==> src/include/scrb_pkg.sv <==
// constants of the sensor conditioner register bank
`default_nettype none
package scrb_pkg;
  // register pages
  localparam logic [2:0] PAGE_CTRL = 3'h0;
  localparam logic [2:0] PAGE_CONV = 3'h2;
  localparam logic [2:0] PAGE_NVM = 3'h5;
  // control and status offsets
  localparam logic [7:0] OFS_MODE = 8'h0C;
  localparam logic [7:0] OFS_PRES_LO = 8'h20;
  localparam logic [7:0] OFS_PRES_HI = 8'h21;
  localparam logic [7:0] OFS_TEMP_LO = 8'h24;
  localparam logic [7:0] OFS_TEMP_HI = 8'h25;
  localparam logic [7:0] OFS_CODE_LO = 8'h30;
  localparam logic [7:0] OFS_CODE_HI = 8'h31;
  localparam logic [7:0] OFS_DAC_CFG = 8'h39;
  localparam logic [7:0] OFS_OP_STAGE = 8'h3B;
  localparam logic [7:0] OFS_BRIDGE = 8'h46;
  localparam logic [7:0] OFS_PGAIN = 8'h47;
  localparam logic [7:0] OFS_TGAIN = 8'h48;
  localparam logic [7:0] OFS_TCHAN = 8'h4C;
  localparam logic [7:0] OFS_FAULT = 8'h5A;
  localparam logic [7:0] OFS_TEST = 8'h67;
  localparam logic [7:0] OFS_WINDOW_END = 8'h7F;
  localparam logic [7:0] OFS_CACHE = 8'h80;
  localparam logic [7:0] OFS_CACHE_END = 8'h87;
  localparam logic [7:0] OFS_PAGE = 8'h88;
  localparam logic [7:0] OFS_PROG = 8'h89;
  localparam logic [7:0] OFS_CHECKSUM = 8'h8A;
  localparam logic [7:0] OFS_BUSY = 8'h8B;
  // field positions
  localparam int MODE_W = 2;
  localparam int CODE_W = 14;
  localparam int PAGE_W = 4;
  localparam int PROG_BURN_BIT = 0;
  localparam int PROG_WIPE_BIT = 1;
  localparam int PROG_BOTH_BIT = 2;
  localparam int PROG_FIXED_BIT = 3;
  localparam int TEST_SE_BIT = 3;
  localparam int TEST_DAC_BIT = 0;
  localparam logic [7:0] TEST_MASK = 8'h09;
  localparam logic [7:0] FAULT_MASK = 8'hF7;
  localparam logic [MODE_W-1:0] MODE_EXECUTE = 2'h0;
  // nonvolatile byte addresses (page * 8 + byte)
  localparam logic [6:0] NV_DAC_CFG = 7'h20;
  localparam logic [6:0] NV_OP_STAGE = 7'h21;
  localparam logic [6:0] NV_BRIDGE = 7'h22;
  localparam logic [6:0] NV_PGAIN = 7'h23;
  localparam logic [6:0] NV_TGAIN = 7'h24;
  localparam logic [6:0] NV_TCHAN = 7'h25;
  localparam logic [6:0] NV_TEMPERATURE_SINGLE_ENDED_SELECT = 7'h28;
  localparam logic [6:0] NV_NORM_LO = 7'h29;
  localparam logic [6:0] NV_NORM_HI = 7'h2B;
  localparam logic [6:0] NV_CLAMP_LO = 7'h2D;
  localparam logic [6:0] NV_CLAMP_HI = 7'h2F;
  localparam logic [6:0] NV_DIAG_EN = 7'h31;
  localparam logic [6:0] NV_LOCK = 7'h32;
  localparam logic [6:0] NV_FAULT_SETUP = 7'h33;
  localparam logic [6:0] NV_FAULT_SELECT = 7'h34;
  localparam logic [6:0] NV_SERIAL = 7'h38;
  localparam logic [6:0] NV_CHECKSUM = 7'h7F;
  // default contents
  localparam logic [7:0] DEF_DAC_CFG = 8'h00;
  localparam logic [7:0] DEF_OP_STAGE = 8'h08;
  localparam logic [7:0] DEF_BRIDGE = 8'h00;
  localparam logic [7:0] DEF_PGAIN = 8'h00;
  localparam logic [7:0] DEF_TGAIN = 8'h00;
  localparam logic [7:0] DEF_TCHAN = 8'h40;
  localparam logic [15:0] DEF_NORM_LO = 16'h0667;
  localparam logic [15:0] DEF_NORM_HI = 16'h399A;
  localparam logic [15:0] DEF_CLAMP_LO = 16'h0334;
  localparam logic [15:0] DEF_CLAMP_HI = 16'h3CCF;
  localparam logic [7:0] DEF_FAULT_SETUP = 8'h07;
  localparam logic [7:0] DEF_FAULT_SELECT = 8'h33;
  localparam logic [7:0] DEF_CHECKSUM = 8'hB8;
  localparam logic [7:0] DEF_BLANK = 8'h00;
  localparam logic [7:0] ERASED_BYTE = 8'hFF;
  // burn timing
  localparam int CLK_PERIOD_NS = 5;
  localparam int WIPE_TIME_US = 8;
  localparam int BURN_TIME_US = 8;
  localparam int QUICK_TIME_US = 2;
  localparam int WIPE_CYC = WIPE_TIME_US * 1000 / CLK_PERIOD_NS;
  localparam int BURN_CYC = BURN_TIME_US * 1000 / CLK_PERIOD_NS;
  localparam int QUICK_CYC = QUICK_TIME_US * 1000 / CLK_PERIOD_NS;
endpackage
`default_nettype wire

==> src/core/scrb_nvm_engine.sv <==
// erase and program sequencer for one nonvolatile page
`default_nettype none
module scrb_nvm_engine #(
  parameter int unsigned WIPE_CYC = scrb_pkg::WIPE_CYC,
  parameter int unsigned BURN_CYC = scrb_pkg::BURN_CYC,
  parameter int unsigned QUICK_CYC = scrb_pkg::QUICK_CYC
) (
  input wire logic clk,
  input wire logic reset_n,
  input wire logic start_wipe,
  input wire logic start_burn,
  input wire logic start_both,
  input wire logic fixed_time,
  output logic wipe_busy,
  output logic burn_busy,
  output logic wipe_done,
  output logic burn_done
);
  // counter width bounds the longest burn that can be timed
  if (WIPE_CYC < 1 || BURN_CYC < 1 || QUICK_CYC < 1 ||
      WIPE_CYC >= (1 << 24) || BURN_CYC >= (1 << 24) ||
      QUICK_CYC >= (1 << 24)) begin : g_bad_count
    $error("scrb_nvm_engine: cycle counts must lie in 1 .. 2**24-1");
  end

  typedef enum logic [2:0] {
    ENG_IDLE = 3'b001,
    ENG_WIPE = 3'b010,
    ENG_BURN = 3'b100
  } scrb_eng_state_t;

  typedef struct packed {
    scrb_eng_state_t state;
    logic [23:0] cnt;
    logic chain;
    logic fixed;
  } scrb_eng_t;

  scrb_eng_t r;
  scrb_eng_t next_r;

  // fixed timing uses the full period, otherwise the short one
  function automatic logic [23:0] load(input logic fixed, input logic burn);
    int unsigned c;
    c = fixed ? (burn ? BURN_CYC : WIPE_CYC) : QUICK_CYC;
    return 24'(c - 1);
  endfunction

  // a request while a phase runs is dropped
  always_comb begin
    next_r = r;
    wipe_done = 1'b0;
    burn_done = 1'b0;
    unique case (r.state)
      ENG_IDLE: begin
        if (start_wipe || start_both) begin
          next_r.state = ENG_WIPE;
          next_r.cnt = load(fixed_time, 1'b0);
          next_r.chain = start_both;
          next_r.fixed = fixed_time;
        end else if (start_burn) begin
          next_r.state = ENG_BURN;
          next_r.cnt = load(fixed_time, 1'b1);
          next_r.chain = 1'b0;
          next_r.fixed = fixed_time;
        end
      end
      ENG_WIPE: begin
        if (r.cnt == 24'h000000) begin
          wipe_done = 1'b1;
          // combined command runs on into programming
          next_r.state = r.chain ? ENG_BURN : ENG_IDLE;
          next_r.cnt = load(r.fixed, 1'b1);
          next_r.chain = 1'b0;
        end else begin
          next_r.cnt = r.cnt - 24'h000001;
        end
      end
      ENG_BURN: begin
        if (r.cnt == 24'h000000) begin
          burn_done = 1'b1;
          next_r.state = ENG_IDLE;
        end else begin
          next_r.cnt = r.cnt - 24'h000001;
        end
      end
      default: next_r.state = ENG_IDLE;
    endcase
  end

  always_ff @(posedge clk or negedge reset_n) begin
    if (!reset_n) begin
      r <= '{state: ENG_IDLE, cnt: 24'h000000, chain: 1'b0, fixed: 1'b0};
    end else begin
      r <= next_r;
    end
  end

  assign wipe_busy = (r.state == ENG_WIPE);
  assign burn_busy = (r.state == ENG_BURN);
endmodule
`default_nettype wire

==> src/core/scrb_register_bank.sv <==
// paged control/status register bank with nonvolatile configuration store
// Notes on behaviour
// - The output converter setting defaults to 0x00, absolute voltage.
// - The output stage setting defaults to current-loop mode, 4 to 20 mA.
// - The bridge setting defaults to the code for 2.5 V excitation.
// - The pressure gain defaults to code zero, a gain of 5 V/V.
// - The temperature gain defaults to code zero, a gain of 1.33 V/V.
// - Temperature control defaults to 0x40: no drive, internal input routed.
// - Normal range codes default to 0x0667 and 0x399A, both recalibrated.
// - Clamp codes default to 0x0334 and 0x3CCF, both recalibrated.
// - Fault setup defaults to 0x07: pull resistors on, 10 and 70 % limits.
// - Fault selection defaults to 0x33: input and pressure-amp limits.
// - The four identifier bytes default to zero; the customer writes them.
// - Configuration mode uses live registers, execution mode stored bytes.
// - The combined command wipes the selected page, then writes the cache.
`default_nettype none
module scrb_register_bank #(
  parameter int unsigned WIPE_CYC = scrb_pkg::WIPE_CYC,
  parameter int unsigned BURN_CYC = scrb_pkg::BURN_CYC,
  parameter int unsigned QUICK_CYC = scrb_pkg::QUICK_CYC
) (
  input wire logic clk,
  input wire logic reset_n,
  input wire logic [2:0] reg_page,
  input wire logic [7:0] reg_addr,
  input wire logic reg_write,
  input wire logic reg_read,
  input wire logic [7:0] reg_wdata,
  output logic [7:0] reg_rdata,
  output logic reg_rvalid,
  input wire logic [15:0] pressure_result,
  input wire logic [15:0] temperature_result,
  input wire logic [7:0] fault_events,
  output logic [1:0] operating_mode,
  output logic [13:0] output_code,
  output logic output_ratiometric,
  output logic [2:0] output_gain,
  output logic current_loop_select,
  output logic output_capacitor_switch,
  output logic [1:0] bridge_excitation_level,
  output logic bridge_supply_switch,
  output logic pressure_polarity_swap,
  output logic [4:0] pressure_gain,
  output logic temperature_polarity_swap,
  output logic [1:0] temperature_gain,
  output logic [2:0] temperature_current_drive,
  output logic [3:0] temperature_input_route,
  output logic temperature_single_ended_select,
  output logic test_output_enable,
  output logic fault_checking_switch,
  output logic [7:0] analog_fault_setup,
  output logic checksum_start,
  output logic wipe_busy,
  output logic burn_busy
);
  typedef struct packed {
    logic [scrb_pkg::MODE_W-1:0] mode;
    logic [scrb_pkg::CODE_W-1:0] code;
    logic [7:0] dac_cfg;
    logic [7:0] op_stage;
    logic [7:0] bridge;
    logic [7:0] pgain;
    logic [7:0] tgain;
    logic [7:0] tchan;
    logic [7:0] fault;
    logic [7:0] test;
    logic [7:0][7:0] cache;
    logic [scrb_pkg::PAGE_W-1:0] page;
    logic fixed;
    logic crc_go;
    logic [127:0][7:0] nvm;
    logic [7:0] eff_dac;
    logic [7:0] eff_op;
    logic [7:0] eff_bridge;
    logic [7:0] eff_pgain;
    logic [7:0] eff_tgain;
    logic [7:0] eff_tchan;
    logic eff_se;
    logic [7:0] rdata;
    logic rvalid;
  } scrb_state_t;

  scrb_state_t r;
  scrb_state_t next_r;
  logic wipe_done;
  logic burn_done;
  logic start_wipe;
  logic start_burn;
  logic start_both;

  // nonvolatile image after power-up, the factory defaults
  function automatic logic [127:0][7:0] nvm_defaults();
    logic [127:0][7:0] m;
    m = '0;
    m[scrb_pkg::NV_DAC_CFG] = scrb_pkg::DEF_DAC_CFG;
    m[scrb_pkg::NV_OP_STAGE] = scrb_pkg::DEF_OP_STAGE;
    m[scrb_pkg::NV_BRIDGE] = scrb_pkg::DEF_BRIDGE;
    m[scrb_pkg::NV_PGAIN] = scrb_pkg::DEF_PGAIN;
    m[scrb_pkg::NV_TGAIN] = scrb_pkg::DEF_TGAIN;
    m[scrb_pkg::NV_TCHAN] = scrb_pkg::DEF_TCHAN;
    m[scrb_pkg::NV_TEMPERATURE_SINGLE_ENDED_SELECT] = scrb_pkg::DEF_BLANK;
    m[scrb_pkg::NV_NORM_LO] = scrb_pkg::DEF_NORM_LO[7:0];
    m[scrb_pkg::NV_NORM_LO + 7'h01] = scrb_pkg::DEF_NORM_LO[15:8];
    m[scrb_pkg::NV_NORM_HI] = scrb_pkg::DEF_NORM_HI[7:0];
    m[scrb_pkg::NV_NORM_HI + 7'h01] = scrb_pkg::DEF_NORM_HI[15:8];
    m[scrb_pkg::NV_CLAMP_LO] = scrb_pkg::DEF_CLAMP_LO[7:0];
    m[scrb_pkg::NV_CLAMP_LO + 7'h01] = scrb_pkg::DEF_CLAMP_LO[15:8];
    m[scrb_pkg::NV_CLAMP_HI] = scrb_pkg::DEF_CLAMP_HI[7:0];
    m[scrb_pkg::NV_CLAMP_HI + 7'h01] = scrb_pkg::DEF_CLAMP_HI[15:8];
    m[scrb_pkg::NV_DIAG_EN] = scrb_pkg::DEF_BLANK;
    m[scrb_pkg::NV_LOCK] = scrb_pkg::DEF_BLANK;
    m[scrb_pkg::NV_FAULT_SETUP] = scrb_pkg::DEF_FAULT_SETUP;
    m[scrb_pkg::NV_FAULT_SELECT] = scrb_pkg::DEF_FAULT_SELECT;
    for (int i = 0; i < 4; i++) begin
      m[scrb_pkg::NV_SERIAL + 7'(i)] = scrb_pkg::DEF_BLANK;
    end
    m[scrb_pkg::NV_CHECKSUM] = scrb_pkg::DEF_CHECKSUM;
    return m;
  endfunction

  // reset state: live registers mirror the stored defaults
  function automatic scrb_state_t reset_state();
    scrb_state_t s;
    s = '0;
    s.nvm = nvm_defaults();
    s.dac_cfg = scrb_pkg::DEF_DAC_CFG;
    s.op_stage = scrb_pkg::DEF_OP_STAGE;
    s.bridge = scrb_pkg::DEF_BRIDGE;
    s.pgain = scrb_pkg::DEF_PGAIN;
    s.tgain = scrb_pkg::DEF_TGAIN;
    s.tchan = scrb_pkg::DEF_TCHAN;
    s.eff_dac = scrb_pkg::DEF_DAC_CFG;
    s.eff_op = scrb_pkg::DEF_OP_STAGE;
    s.eff_bridge = scrb_pkg::DEF_BRIDGE;
    s.eff_pgain = scrb_pkg::DEF_PGAIN;
    s.eff_tgain = scrb_pkg::DEF_TGAIN;
    s.eff_tchan = scrb_pkg::DEF_TCHAN;
    return s;
  endfunction

  // page and offset match, shared by the write and read decoders
  function automatic logic hit(input logic [2:0] pg, input logic [7:0] ad,
                               input logic [2:0] want_pg,
                               input logic [7:0] want_ad);
    return (pg == want_pg) && (ad == want_ad);
  endfunction

  localparam logic [2:0] P0 = scrb_pkg::PAGE_CTRL;
  localparam logic [2:0] P2 = scrb_pkg::PAGE_CONV;
  localparam logic [2:0] P5 = scrb_pkg::PAGE_NVM;

  // program commands only start the sequencer; the bits never store
  assign start_burn = reg_write && hit(reg_page, reg_addr, P5,
                      scrb_pkg::OFS_PROG) && reg_wdata[scrb_pkg::PROG_BURN_BIT];
  assign start_wipe = reg_write && hit(reg_page, reg_addr, P5,
                      scrb_pkg::OFS_PROG) && reg_wdata[scrb_pkg::PROG_WIPE_BIT];
  assign start_both = reg_write && hit(reg_page, reg_addr, P5,
                      scrb_pkg::OFS_PROG) && reg_wdata[scrb_pkg::PROG_BOTH_BIT];

  scrb_nvm_engine #(
    .WIPE_CYC(WIPE_CYC),
    .BURN_CYC(BURN_CYC),
    .QUICK_CYC(QUICK_CYC)
  ) u_engine (
    .clk(clk),
    .reset_n(reset_n),
    .start_wipe(start_wipe),
    .start_burn(start_burn),
    .start_both(start_both),
    .fixed_time(r.fixed),
    .wipe_busy(wipe_busy),
    .burn_busy(burn_busy),
    .wipe_done(wipe_done),
    .burn_done(burn_done)
  );

  // register writes, page burns, fault capture and the read answer
  always_comb begin
    logic cfg_mode;
    logic busy;
    logic [7:0] rv;
    logic [7:0] clr;
    logic [6:0] base;
    cfg_mode = (r.mode != scrb_pkg::MODE_EXECUTE);
    busy = wipe_busy || burn_busy;
    rv = 8'h00;
    clr = 8'h00;
    base = {r.page, 3'h0};
    next_r = r;
    next_r.crc_go = 1'b0;
    if (reg_write) begin
      // read-only offsets fall through untouched
      if (hit(reg_page, reg_addr, P0, scrb_pkg::OFS_MODE))
        next_r.mode = reg_wdata[scrb_pkg::MODE_W-1:0];
      if (hit(reg_page, reg_addr, P2, scrb_pkg::OFS_CODE_LO))
        next_r.code[7:0] = reg_wdata;
      if (hit(reg_page, reg_addr, P2, scrb_pkg::OFS_CODE_HI))
        next_r.code[13:8] = reg_wdata[5:0];
      if (hit(reg_page, reg_addr, P2, scrb_pkg::OFS_DAC_CFG))
        next_r.dac_cfg = reg_wdata;
      if (hit(reg_page, reg_addr, P2, scrb_pkg::OFS_OP_STAGE))
        next_r.op_stage = reg_wdata;
      if (hit(reg_page, reg_addr, P2, scrb_pkg::OFS_BRIDGE))
        next_r.bridge = reg_wdata;
      if (hit(reg_page, reg_addr, P2, scrb_pkg::OFS_PGAIN))
        next_r.pgain = reg_wdata;
      if (hit(reg_page, reg_addr, P2, scrb_pkg::OFS_TGAIN))
        next_r.tgain = reg_wdata;
      if (hit(reg_page, reg_addr, P2, scrb_pkg::OFS_TCHAN))
        next_r.tchan = reg_wdata;
      if (hit(reg_page, reg_addr, P2, scrb_pkg::OFS_FAULT))
        clr = reg_wdata; // write one to clear
      if (hit(reg_page, reg_addr, P2, scrb_pkg::OFS_TEST))
        next_r.test = reg_wdata & scrb_pkg::TEST_MASK;
      // cache and page stay frozen while a burn uses them
      if (reg_page == P5 && reg_addr >= scrb_pkg::OFS_CACHE &&
          reg_addr <= scrb_pkg::OFS_CACHE_END && !busy)
        next_r.cache[reg_addr[2:0]] = reg_wdata;
      if (hit(reg_page, reg_addr, P5, scrb_pkg::OFS_PAGE) && !busy)
        next_r.page = reg_wdata[scrb_pkg::PAGE_W-1:0];
      if (hit(reg_page, reg_addr, P5, scrb_pkg::OFS_PROG))
        next_r.fixed = reg_wdata[scrb_pkg::PROG_FIXED_BIT];
      if (hit(reg_page, reg_addr, P5, scrb_pkg::OFS_CHECKSUM))
        next_r.crc_go = reg_wdata[0];
    end
    // a new fault wins over a clear in the same cycle
    next_r.fault = ((r.fault & ~clr) |
                    (fault_events & r.nvm[scrb_pkg::NV_FAULT_SELECT])) &
                   scrb_pkg::FAULT_MASK;
    // erase then program the selected page
    for (int i = 0; i < 8; i++) begin
      if (wipe_done)
        next_r.nvm[base + 7'(i)] = scrb_pkg::ERASED_BYTE;
      if (burn_done)
        next_r.nvm[base + 7'(i)] = r.cache[i];
    end
    // live registers in configuration mode, stored bytes otherwise
    next_r.eff_dac = cfg_mode ? r.dac_cfg : r.nvm[scrb_pkg::NV_DAC_CFG];
    next_r.eff_op = cfg_mode ? r.op_stage : r.nvm[scrb_pkg::NV_OP_STAGE];
    next_r.eff_bridge = cfg_mode ? r.bridge : r.nvm[scrb_pkg::NV_BRIDGE];
    next_r.eff_pgain = cfg_mode ? r.pgain : r.nvm[scrb_pkg::NV_PGAIN];
    next_r.eff_tgain = cfg_mode ? r.tgain : r.nvm[scrb_pkg::NV_TGAIN];
    next_r.eff_tchan = cfg_mode ? r.tchan : r.nvm[scrb_pkg::NV_TCHAN];
    next_r.eff_se = cfg_mode ? r.test[scrb_pkg::TEST_SE_BIT]
                             : r.nvm[scrb_pkg::NV_TEMPERATURE_SINGLE_ENDED_SELECT][0];
    // read mux; unmapped offsets answer zero
    if (reg_page == P5 && reg_addr <= scrb_pkg::OFS_WINDOW_END)
      rv = r.nvm[reg_addr[6:0]];
    else if (reg_page == P5 && reg_addr >= scrb_pkg::OFS_CACHE &&
             reg_addr <= scrb_pkg::OFS_CACHE_END)
      rv = r.cache[reg_addr[2:0]];
    else if (hit(reg_page, reg_addr, P5, scrb_pkg::OFS_PAGE))
      rv = {4'h0, r.page};
    else if (hit(reg_page, reg_addr, P5, scrb_pkg::OFS_PROG))
      rv = {4'h0, r.fixed, 3'h0};
    else if (hit(reg_page, reg_addr, P5, scrb_pkg::OFS_BUSY))
      rv = {5'h00, burn_busy, wipe_busy, 1'b0};
    else if (hit(reg_page, reg_addr, P0, scrb_pkg::OFS_MODE))
      rv = {6'h00, r.mode};
    else if (hit(reg_page, reg_addr, P2, scrb_pkg::OFS_PRES_LO))
      rv = pressure_result[7:0];
    else if (hit(reg_page, reg_addr, P2, scrb_pkg::OFS_PRES_HI))
      rv = pressure_result[15:8];
    else if (hit(reg_page, reg_addr, P2, scrb_pkg::OFS_TEMP_LO))
      rv = temperature_result[7:0];
    else if (hit(reg_page, reg_addr, P2, scrb_pkg::OFS_TEMP_HI))
      rv = temperature_result[15:8];
    else if (hit(reg_page, reg_addr, P2, scrb_pkg::OFS_CODE_LO))
      rv = r.code[7:0];
    else if (hit(reg_page, reg_addr, P2, scrb_pkg::OFS_CODE_HI))
      rv = {2'h0, r.code[13:8]};
    else if (hit(reg_page, reg_addr, P2, scrb_pkg::OFS_DAC_CFG))
      rv = r.dac_cfg;
    else if (hit(reg_page, reg_addr, P2, scrb_pkg::OFS_OP_STAGE))
      rv = r.op_stage;
    else if (hit(reg_page, reg_addr, P2, scrb_pkg::OFS_BRIDGE))
      rv = r.bridge;
    else if (hit(reg_page, reg_addr, P2, scrb_pkg::OFS_PGAIN))
      rv = r.pgain;
    else if (hit(reg_page, reg_addr, P2, scrb_pkg::OFS_TGAIN))
      rv = r.tgain;
    else if (hit(reg_page, reg_addr, P2, scrb_pkg::OFS_TCHAN))
      rv = r.tchan;
    else if (hit(reg_page, reg_addr, P2, scrb_pkg::OFS_FAULT))
      rv = r.fault;
    else if (hit(reg_page, reg_addr, P2, scrb_pkg::OFS_TEST))
      rv = r.test;
    next_r.rvalid = reg_read;
    next_r.rdata = reg_read ? rv : r.rdata;
  end

  always_ff @(posedge clk or negedge reset_n) begin
    if (!reset_n) begin
      r <= reset_state();
    end else begin
      r <= next_r;
    end
  end

  // outputs are slices of registered state
  assign reg_rdata = r.rdata;
  assign reg_rvalid = r.rvalid;
  assign operating_mode = r.mode;
  assign output_code = r.code;
  assign output_ratiometric = r.eff_dac[0];
  assign output_gain = r.eff_op[2:0];
  assign current_loop_select = r.eff_op[3];
  assign output_capacitor_switch = r.eff_op[4];
  assign bridge_excitation_level = r.eff_bridge[2:1];
  assign bridge_supply_switch = r.eff_bridge[0];
  assign pressure_polarity_swap = r.eff_pgain[7];
  assign pressure_gain = r.eff_pgain[4:0];
  assign temperature_polarity_swap = r.eff_tgain[7];
  assign temperature_gain = r.eff_tgain[1:0];
  assign temperature_current_drive = r.eff_tchan[6:4];
  assign temperature_input_route = r.eff_tchan[3:0];
  assign temperature_single_ended_select = r.eff_se;
  assign test_output_enable = r.test[scrb_pkg::TEST_DAC_BIT];
  assign fault_checking_switch = r.nvm[scrb_pkg::NV_DIAG_EN][0];
  assign analog_fault_setup = r.nvm[scrb_pkg::NV_FAULT_SETUP];
  assign checksum_start = r.crc_go;
endmodule
`default_nettype wire

==> config.mk <==
export PLATFORM = sky130hd
export DESIGN_NAME = scrb_register_bank
export DESIGN_NICKNAME = d
export VERILOG_FILES = /design/src/include/scrb_pkg.sv /design/src/core/scrb_nvm_engine.sv /design/src/core/scrb_register_bank.sv
export SDC_FILE = /design/constraint.sdc
export NUM_CORES = 2
export LEC_CHECK = 0
export BUFFER_PORTS_ARGS = -buffer_cell sky130_fd_sc_hd__buf_2
export CAP_MARGIN = 20
export CORE_ASPECT_RATIO = 0.6
export CORE_MARGIN = 1.5
export CORE_UTILIZATION = 55
export DETAILED_ROUTE_END_ITERATION = 10
export PLACE_DENSITY = 0.75
export SYNTH_ARGS = -nofsm -noshare
export SYNTH_HDL_FRONTEND = slang
export SYNTH_SLANG_ARGS = --single-unit
==> constraint.sdc <==
create_clock -name clk -period 4.3 [get_ports clk]
set_input_delay 0.645 -clock clk [delete_from_list [all_inputs] [get_ports clk]]
set_output_delay 0.645 -clock clk [all_outputs]
set_load 0.02 [all_outputs]
### Word level (Yosys, flattened, before mapping)

Cells that the tools add are included.

| operators by class | value |
|---|---|
| add/subtract/negate cells | 10 |
| $mul | 0 |
| divide/modulo/power cells | 0 |
| $lt $le $gt $ge | 22 |
| equal/unequal tests | 28 |
| shift-type cells | 0 |
| mux-type cells | 94 |
| bitwise logic cells | 12 |
| reductions and logical operators | 63 |

Operators with widths:

| operator | number |
|---|---|
| 2-to-1 mux 1024 bit | 16 |
| bitwise mux 1024 bit | 8 |
| bitwise OR 1024 bit | 7 |
| bitwise OR 1024 x 968 -> 1024 bit | 1 |
| demux 8 bit (select 7 bit) | 7 |
| 2-to-1 mux 8 bit | 34 |
| less-than comparator 7 x 8 -> 1 bit (second input constant) | 9 |
| case mux 24 bit (3 select lines) | 1 |
| subtractor 24 x 1 -> 24 bit (second input constant) | 3 |
| bitwise mux 64 bit | 1 |
| equality test 8 x 6 -> 1 bit (second input constant) | 8 |
| 2-to-1 mux 29 bit | 2 |
| binary-select mux 8 bit (select 7 bit) | 1 |
| greater-or-equal comparator 7 x 1 -> 1 bit (second input constant) | 8 |
| equality test 8 x 7 -> 1 bit (second input constant) | 6 |
| 2-to-1 mux 24 bit | 2 |
| logical AND 1 bit | 37 |
| demux 8 bit (select 4 bit) | 1 |
| equality test 8 bit (second input constant) | 4 |
| adder 7 x 3 -> 7 bit (second input constant) | 4 |
| AND reduction 2 bit | 14 |
| binary-select mux 8 bit (select 3 bit) | 1 |
| demux 8 bit (select 3 bit) | 1 |
| logical NOT 24 bit | 1 |
| other kinds (31) | 52 |

| word-level totals | value |
|---|---|
| flip-flop bits (word level) | 1238 |
| latch bits | 0 |
| RAM bits | 0 |
| memory bits (read-only) | 0 |
| input bits | 63 |
| output and inout bits | 64 |
| word-level logic and storage cells | 392 |
| memories kept | 0 |

### Longest topological paths before layout

| depth | value |
|---|---|
| depth after elaboration | 36 |
| gate-level depth with buffers | 12 |
| gate-level depth less buffers | 9 |

### By module

A second synthesis with hierarchy kept.

| unflattened totals | value |
|---|---|
| cell total of the unflattened synthesis | 3961 |
| area, all modules | 55453.2 um^2 |

Modules (own cells, without submodules):

| module | times used | cells each | area an instance (um^2) | seq. area each (um^2) |
|---|---|---|---|---|
| scrb_register_bank | 1 | 3756 | 53649.0 | 30137.7 |
| scrb_nvm_engine | 1 | 205 | 1804.2 | 726.9 |

### Worst setup path after synthesis

OpenSTA, ideal clock, no wires.

| timing path | value |
|---|---|
| path type | input to register |
| start point | in reg_addr[1] |
| end point | reg r, in the netlist reg_rdata[0] |
| setup time | 0.128 ns |
| arrival time | 2.993 ns |
| data required time | 4.172 ns |
| setup slack | 1.178 ns |
| stages on the path | 9 |
| path buffers | 4 |
| cell sequence | buf_2 -> buf_2 -> buf_2 -> clkbuf_1 -> mux4_2 -> mux4_2 -> a211oi_1 -> a2bb2oi_1 -> o21ai_0 |

| on the way | value |
|---|---|
| cells in the longest elaborated chain, start to end | 22 |
| elaborated cells on any way between the ends | 66 |
| classes of those cells | 3 x order compare; 18 x eq/ne; 24 x mux; 21 x reduce/logical |

Ends and longest elaborated chain:

| element | line | source |
|---|---|---|
| start, declared | scrb_register_bank.sv:25 | `input wire logic [7:0] reg_addr,` |
| equality test 8 x 7 -> 1 bit | scrb_register_bank.sv:145 | `return (pg == want_pg) && (ad == want_ad);` |
| logical AND 1 bit | scrb_register_bank.sv:145 |  |
| 2-to-1 mux 4 bit | scrb_register_bank.sv:286 | `else if (hit(reg_page, reg_addr, P2, scrb_pkg::OFS_TEST))` |
| 2-to-1 mux 8 bit | scrb_register_bank.sv:284 | `else if (hit(reg_page, reg_addr, P2, scrb_pkg::OFS_FAULT))` |
| 2-to-1 mux 8 bit | scrb_register_bank.sv:282 | `else if (hit(reg_page, reg_addr, P2, scrb_pkg::OFS_TCHAN))` |
| 2-to-1 mux 8 bit | scrb_register_bank.sv:280 | `else if (hit(reg_page, reg_addr, P2, scrb_pkg::OFS_TGAIN))` |
| 2-to-1 mux 8 bit | scrb_register_bank.sv:278 | `else if (hit(reg_page, reg_addr, P2, scrb_pkg::OFS_PGAIN))` |
| 2-to-1 mux 8 bit | scrb_register_bank.sv:276 | `else if (hit(reg_page, reg_addr, P2, scrb_pkg::OFS_BRIDGE))` |
| [... 6 more ...] | - |  |
| 2-to-1 mux 8 bit | scrb_register_bank.sv:262 | `else if (hit(reg_page, reg_addr, P2, scrb_pkg::OFS_PRES_HI))` |
| 2-to-1 mux 8 bit | scrb_register_bank.sv:260 | `else if (hit(reg_page, reg_addr, P2, scrb_pkg::OFS_PRES_LO))` |
| 2-to-1 mux 8 bit | scrb_register_bank.sv:258 | `else if (hit(reg_page, reg_addr, P0, scrb_pkg::OFS_MODE))` |
| 2-to-1 mux 8 bit | scrb_register_bank.sv:256 | `else if (hit(reg_page, reg_addr, P5, scrb_pkg::OFS_BUSY))` |
| 2-to-1 mux 8 bit | scrb_register_bank.sv:254 | `else if (hit(reg_page, reg_addr, P5, scrb_pkg::OFS_PROG))` |
| 2-to-1 mux 8 bit | scrb_register_bank.sv:252 | `else if (hit(reg_page, reg_addr, P5, scrb_pkg::OFS_PAGE))` |
| 2-to-1 mux 8 bit | scrb_register_bank.sv:249 | `else if (reg_page == P5 && reg_addr >= scrb_pkg::OFS_CACHE &&` |
| 2-to-1 mux 8 bit * | scrb_register_bank.sv:247 | `if (reg_page == P5 && reg_addr <= scrb_pkg::OFS_WINDOW_END)` |
| end signal, assigned | scrb_register_bank.sv:294 | `r <= reset_state();` |
| end signal, assigned | scrb_register_bank.sv:296 | `r <= next_r;` |
| end, declared | scrb_register_bank.sv:83 | `scrb_state_t r;` |

Every way passes the cells marked *; elsewhere a longest branch is shown, timed or not. The select of a mux whose other input is x is not followed.
A chain may end at the register's enable or synchronous reset.

==> qor.yml <==
drc_errors: 0
nets: 3933
yosysUniqueCellTypes: 87
skew_ns: 0.0395
synthArstFlopShare_pct: 100
synth_top_cell_by_area: "dfrtp_1"
final-setup-viol-count: 0
cp_common_cell: "nand2_2"
cts.sinks: 1231
slowest_stage: "nand2_2"
cts_buffers: 105
synth.most_common_cell: "dfrtp_1"
r2r_slack_ns: 0.15
dieHeight_um: 249
rsz0062_at_grt: "no"
first_pass_iters: 5
synthesis.area_um2: 55400
p_comb_share_pct: 5.3
synth_warnings: 0
startpoint_type: "flop"
port_buffers: 125
post-route-period-util_pct: 96.4
place_congestion: 0.996
wl_per_cell_um: 32.4
cp_top_family: "simple AND/OR/NAND/NOR gates"
ios: 127
crit_chain: "inv_1 > ha_1 > or4b_1 > and4b_1 > and3_1 > nand2_2 > nor3b_4 > nand2_2 > buf_4 > o22a_1"
peakVddDrop_v: 0.000406
p_per_area_nw_per_um2: 378
path_class: "flop to flop"
antenna_found_initial: 5
clock_path_buffers: 3
vias: 38800
leakage_nw: 27.3
hold_slack_ns: 0.168
fp.coreArea_um2: 99100
min_to: "r[1161]"
final_hold_viol_count: 0
final_antenna_net_count: 0
synth_top_area_share_pct: 53.4
swShare_pct: 23.8
yosys-top-cells-count: "dfrtp_1, o22a_1, mux4_2"
synthFlopType: "dfrtp_1"
p_sw_w: 0.00548
drive_gt1_share_pct: 26.2
period_needed_ns: 4.15
synth-seq-area-share_pct: 55.7
clkTransAtPathRegs_ns: 0.07
maxCapViolCount: 0
tightest_slew_ns: 1.17
htree_levels: 3
grt_pass1_wl_mm: 256
cts-root-buf: "clkbuf_16"
required_ns: 4.91
synthesis.nets: 4042
cts_tree: "built"
hp-class: "input pin to flop"
syn_avg_cell_area_um2: 13.9
drv_slew: 0
seqPwrFrac_pct: 51.1
synth.area.top_cells: "dfrtp_1, o22a_1, mux4_2, mux2_2, dfstp_2"
startpoint: "u_engine.r[2]"
cp_max_fo: 34
drtIter0Drc: 5330
setup_tns_ns: 0
synth_cells: 3978
end_kind: "flop"
clock_power_share_pct: 43.6
whs_path_depth: 2
dieArea_um2: 103000
dp_hpwl_mm: 106
rows: 89
relSlewSlack_pct: 21.9
synthToLayoutAreaGrowth_pct: 9.90
reg2regPathDepth: 10
synth-seq-cells: 1231
grt_pass1_vias: 38300
critical_path_arrival_ns: 4.76
synth_edf_count: 0
worstReg2RegStart: "u_engine.r[2]"
grt_max_degree: 165
fmax_ghz: 0.241
status: "finished, final reports clean"
vias_per_cell: 7.34
drt_wl_total_mm: 171
clk_latency_ns: 0.74
post_cts_buffers: 0
hold_start: "fault_events[1]"
track_usage_pct: 33.4
power.internal_w: 0.0176
r2r-end: "r[348]"
die_x_um: 413
fillCellCount: 7333
start_util_pct: 55.9
overflow: 0
cp.buffers_inverters: 2
max_stage_delay_ns: 0.70
## per-layer routing
layer	up-vias	global-route usage (%)	share of wire (%)
met1	20700	49.9	42
met4	6	9.31	3.0
met2	2424	45.9	42
li1	15400	-	-
met5	-	0	0.021
met3	357	12.2	13
## flip-flops by register name (all words and copies together), names as in the netlist, 2 cells and up
signal,cells
u_engine.r,29
temperature_input_route,4
reg_rdata,8
analog_fault_setup,8
pressure_gain,5
output_code,14
r,1140
bridge_excitation_level,2
temperature_gain,2
output_gain,3
operating_mode,2
temperature_current_drive,3
## logic make-up (layout without fill, tap and decap cells)
| group | after synthesis | count (layout) | synth area share (%) |
|---|---|---|---|
| muxes | 507 | 507 | 16.3 |
| DFF | 1231 | 1231 | 55.7 |
| AOI/OAI and AO/OA | 1304 | 1304 | 19.6 |
| and+or+nand+nor | 391 | 391 | 3.81 |
| adders and majority gates | 1 | 1 | 0.0226 |
| buffers and inverters | 535 | 518 | 4.41 |
| other | 0 | 3 | 0 |
| xor gates and xnor gates | 9 | 9 | 0.142 |
## layout make-up
cell class,instances,area (um2),area share [%]
well taps,1319,1650,2.71
repair buffers,302,2490,4.10
flip-flops and latches,1231,30900,50.7
clock buffers,152,3060,5.02
multi-input cells,2212,22200,36.5
diodes,3,7.51,0.0123
inverters,17,66.3,0.109
clock inverters,47,561,0.920
## per-stage QoR
step	worst slack [ns]	power [W]	utilization (%)	instance area, um2	std cells
2_1_floorplan	1.18	0.0126	-	55400	3978
3_3_place_gp	0.403	0.0132	57.8	57300	5080
3_5_place_dp	0.314	0.0132	57.8	57300	5080
4_1_cts	0.274	0.0231	61.5	60900	5280
5_1_grt	0.0246	0.0237	61.5	60900	5280
6_report	0.153	0.0230	61.5	60900	5283
## what timing repair did
item | CTS | global route
hold endpoints to repair | 27 | 0
hold buffers | 1 | 0
resized for setup | 0 | 0
## power groups by stage
stage          combinational, W  sequential [W]  clock (W)
3_3_place_gp            0.00118          0.0120          0
4_1_cts                 0.00120          0.0118     0.0101
6_report                0.00121          0.0118     0.0100
3_5_place_dp            0.00119          0.0120          0
2_1_floorplan          0.000622          0.0119          0
5_1_grt                 0.00130          0.0118     0.0106
## how the worst max path moves through the flow
stage                   end  slack [ns]  depth (start not counted)
2_1_floorplan  reg_rdata[0]        1.18                          9
3_3_place_gp         r[375]        0.40                         10
3_5_place_dp         r[364]        0.31                         10
4_1_cts              r[364]        0.27                         10
5_1_grt              r[364]        0.02                         10
6_report             r[348]        0.15                         10
## cells in the final DEF (no fill, tap or decap), types with 13 or more instances in the layout
cell type and count:
a21oi_1 60, dfstp_2 48, nand3_1 27, nand2_2 13, o21ai_0 56, nor4_1 15
dfrtp_1 1183, clkbuf_16 106, and2_1 15, a22o_1 18, nor2b_1 14, nor3_1 21
a211oi_1 13, buf_12 41, a22oi_1 28, mux2_2 157, clkbuf_1 23, mux2i_1 42
buf_4 137, nand4_1 14, nand2b_1 13, o22a_1 1024, clkinv_2 27, nor2_1 69
clkbuf_8 23, buf_2 121, mux4_2 300, nand2_1 108
Power figures use the tool's default switching activity.
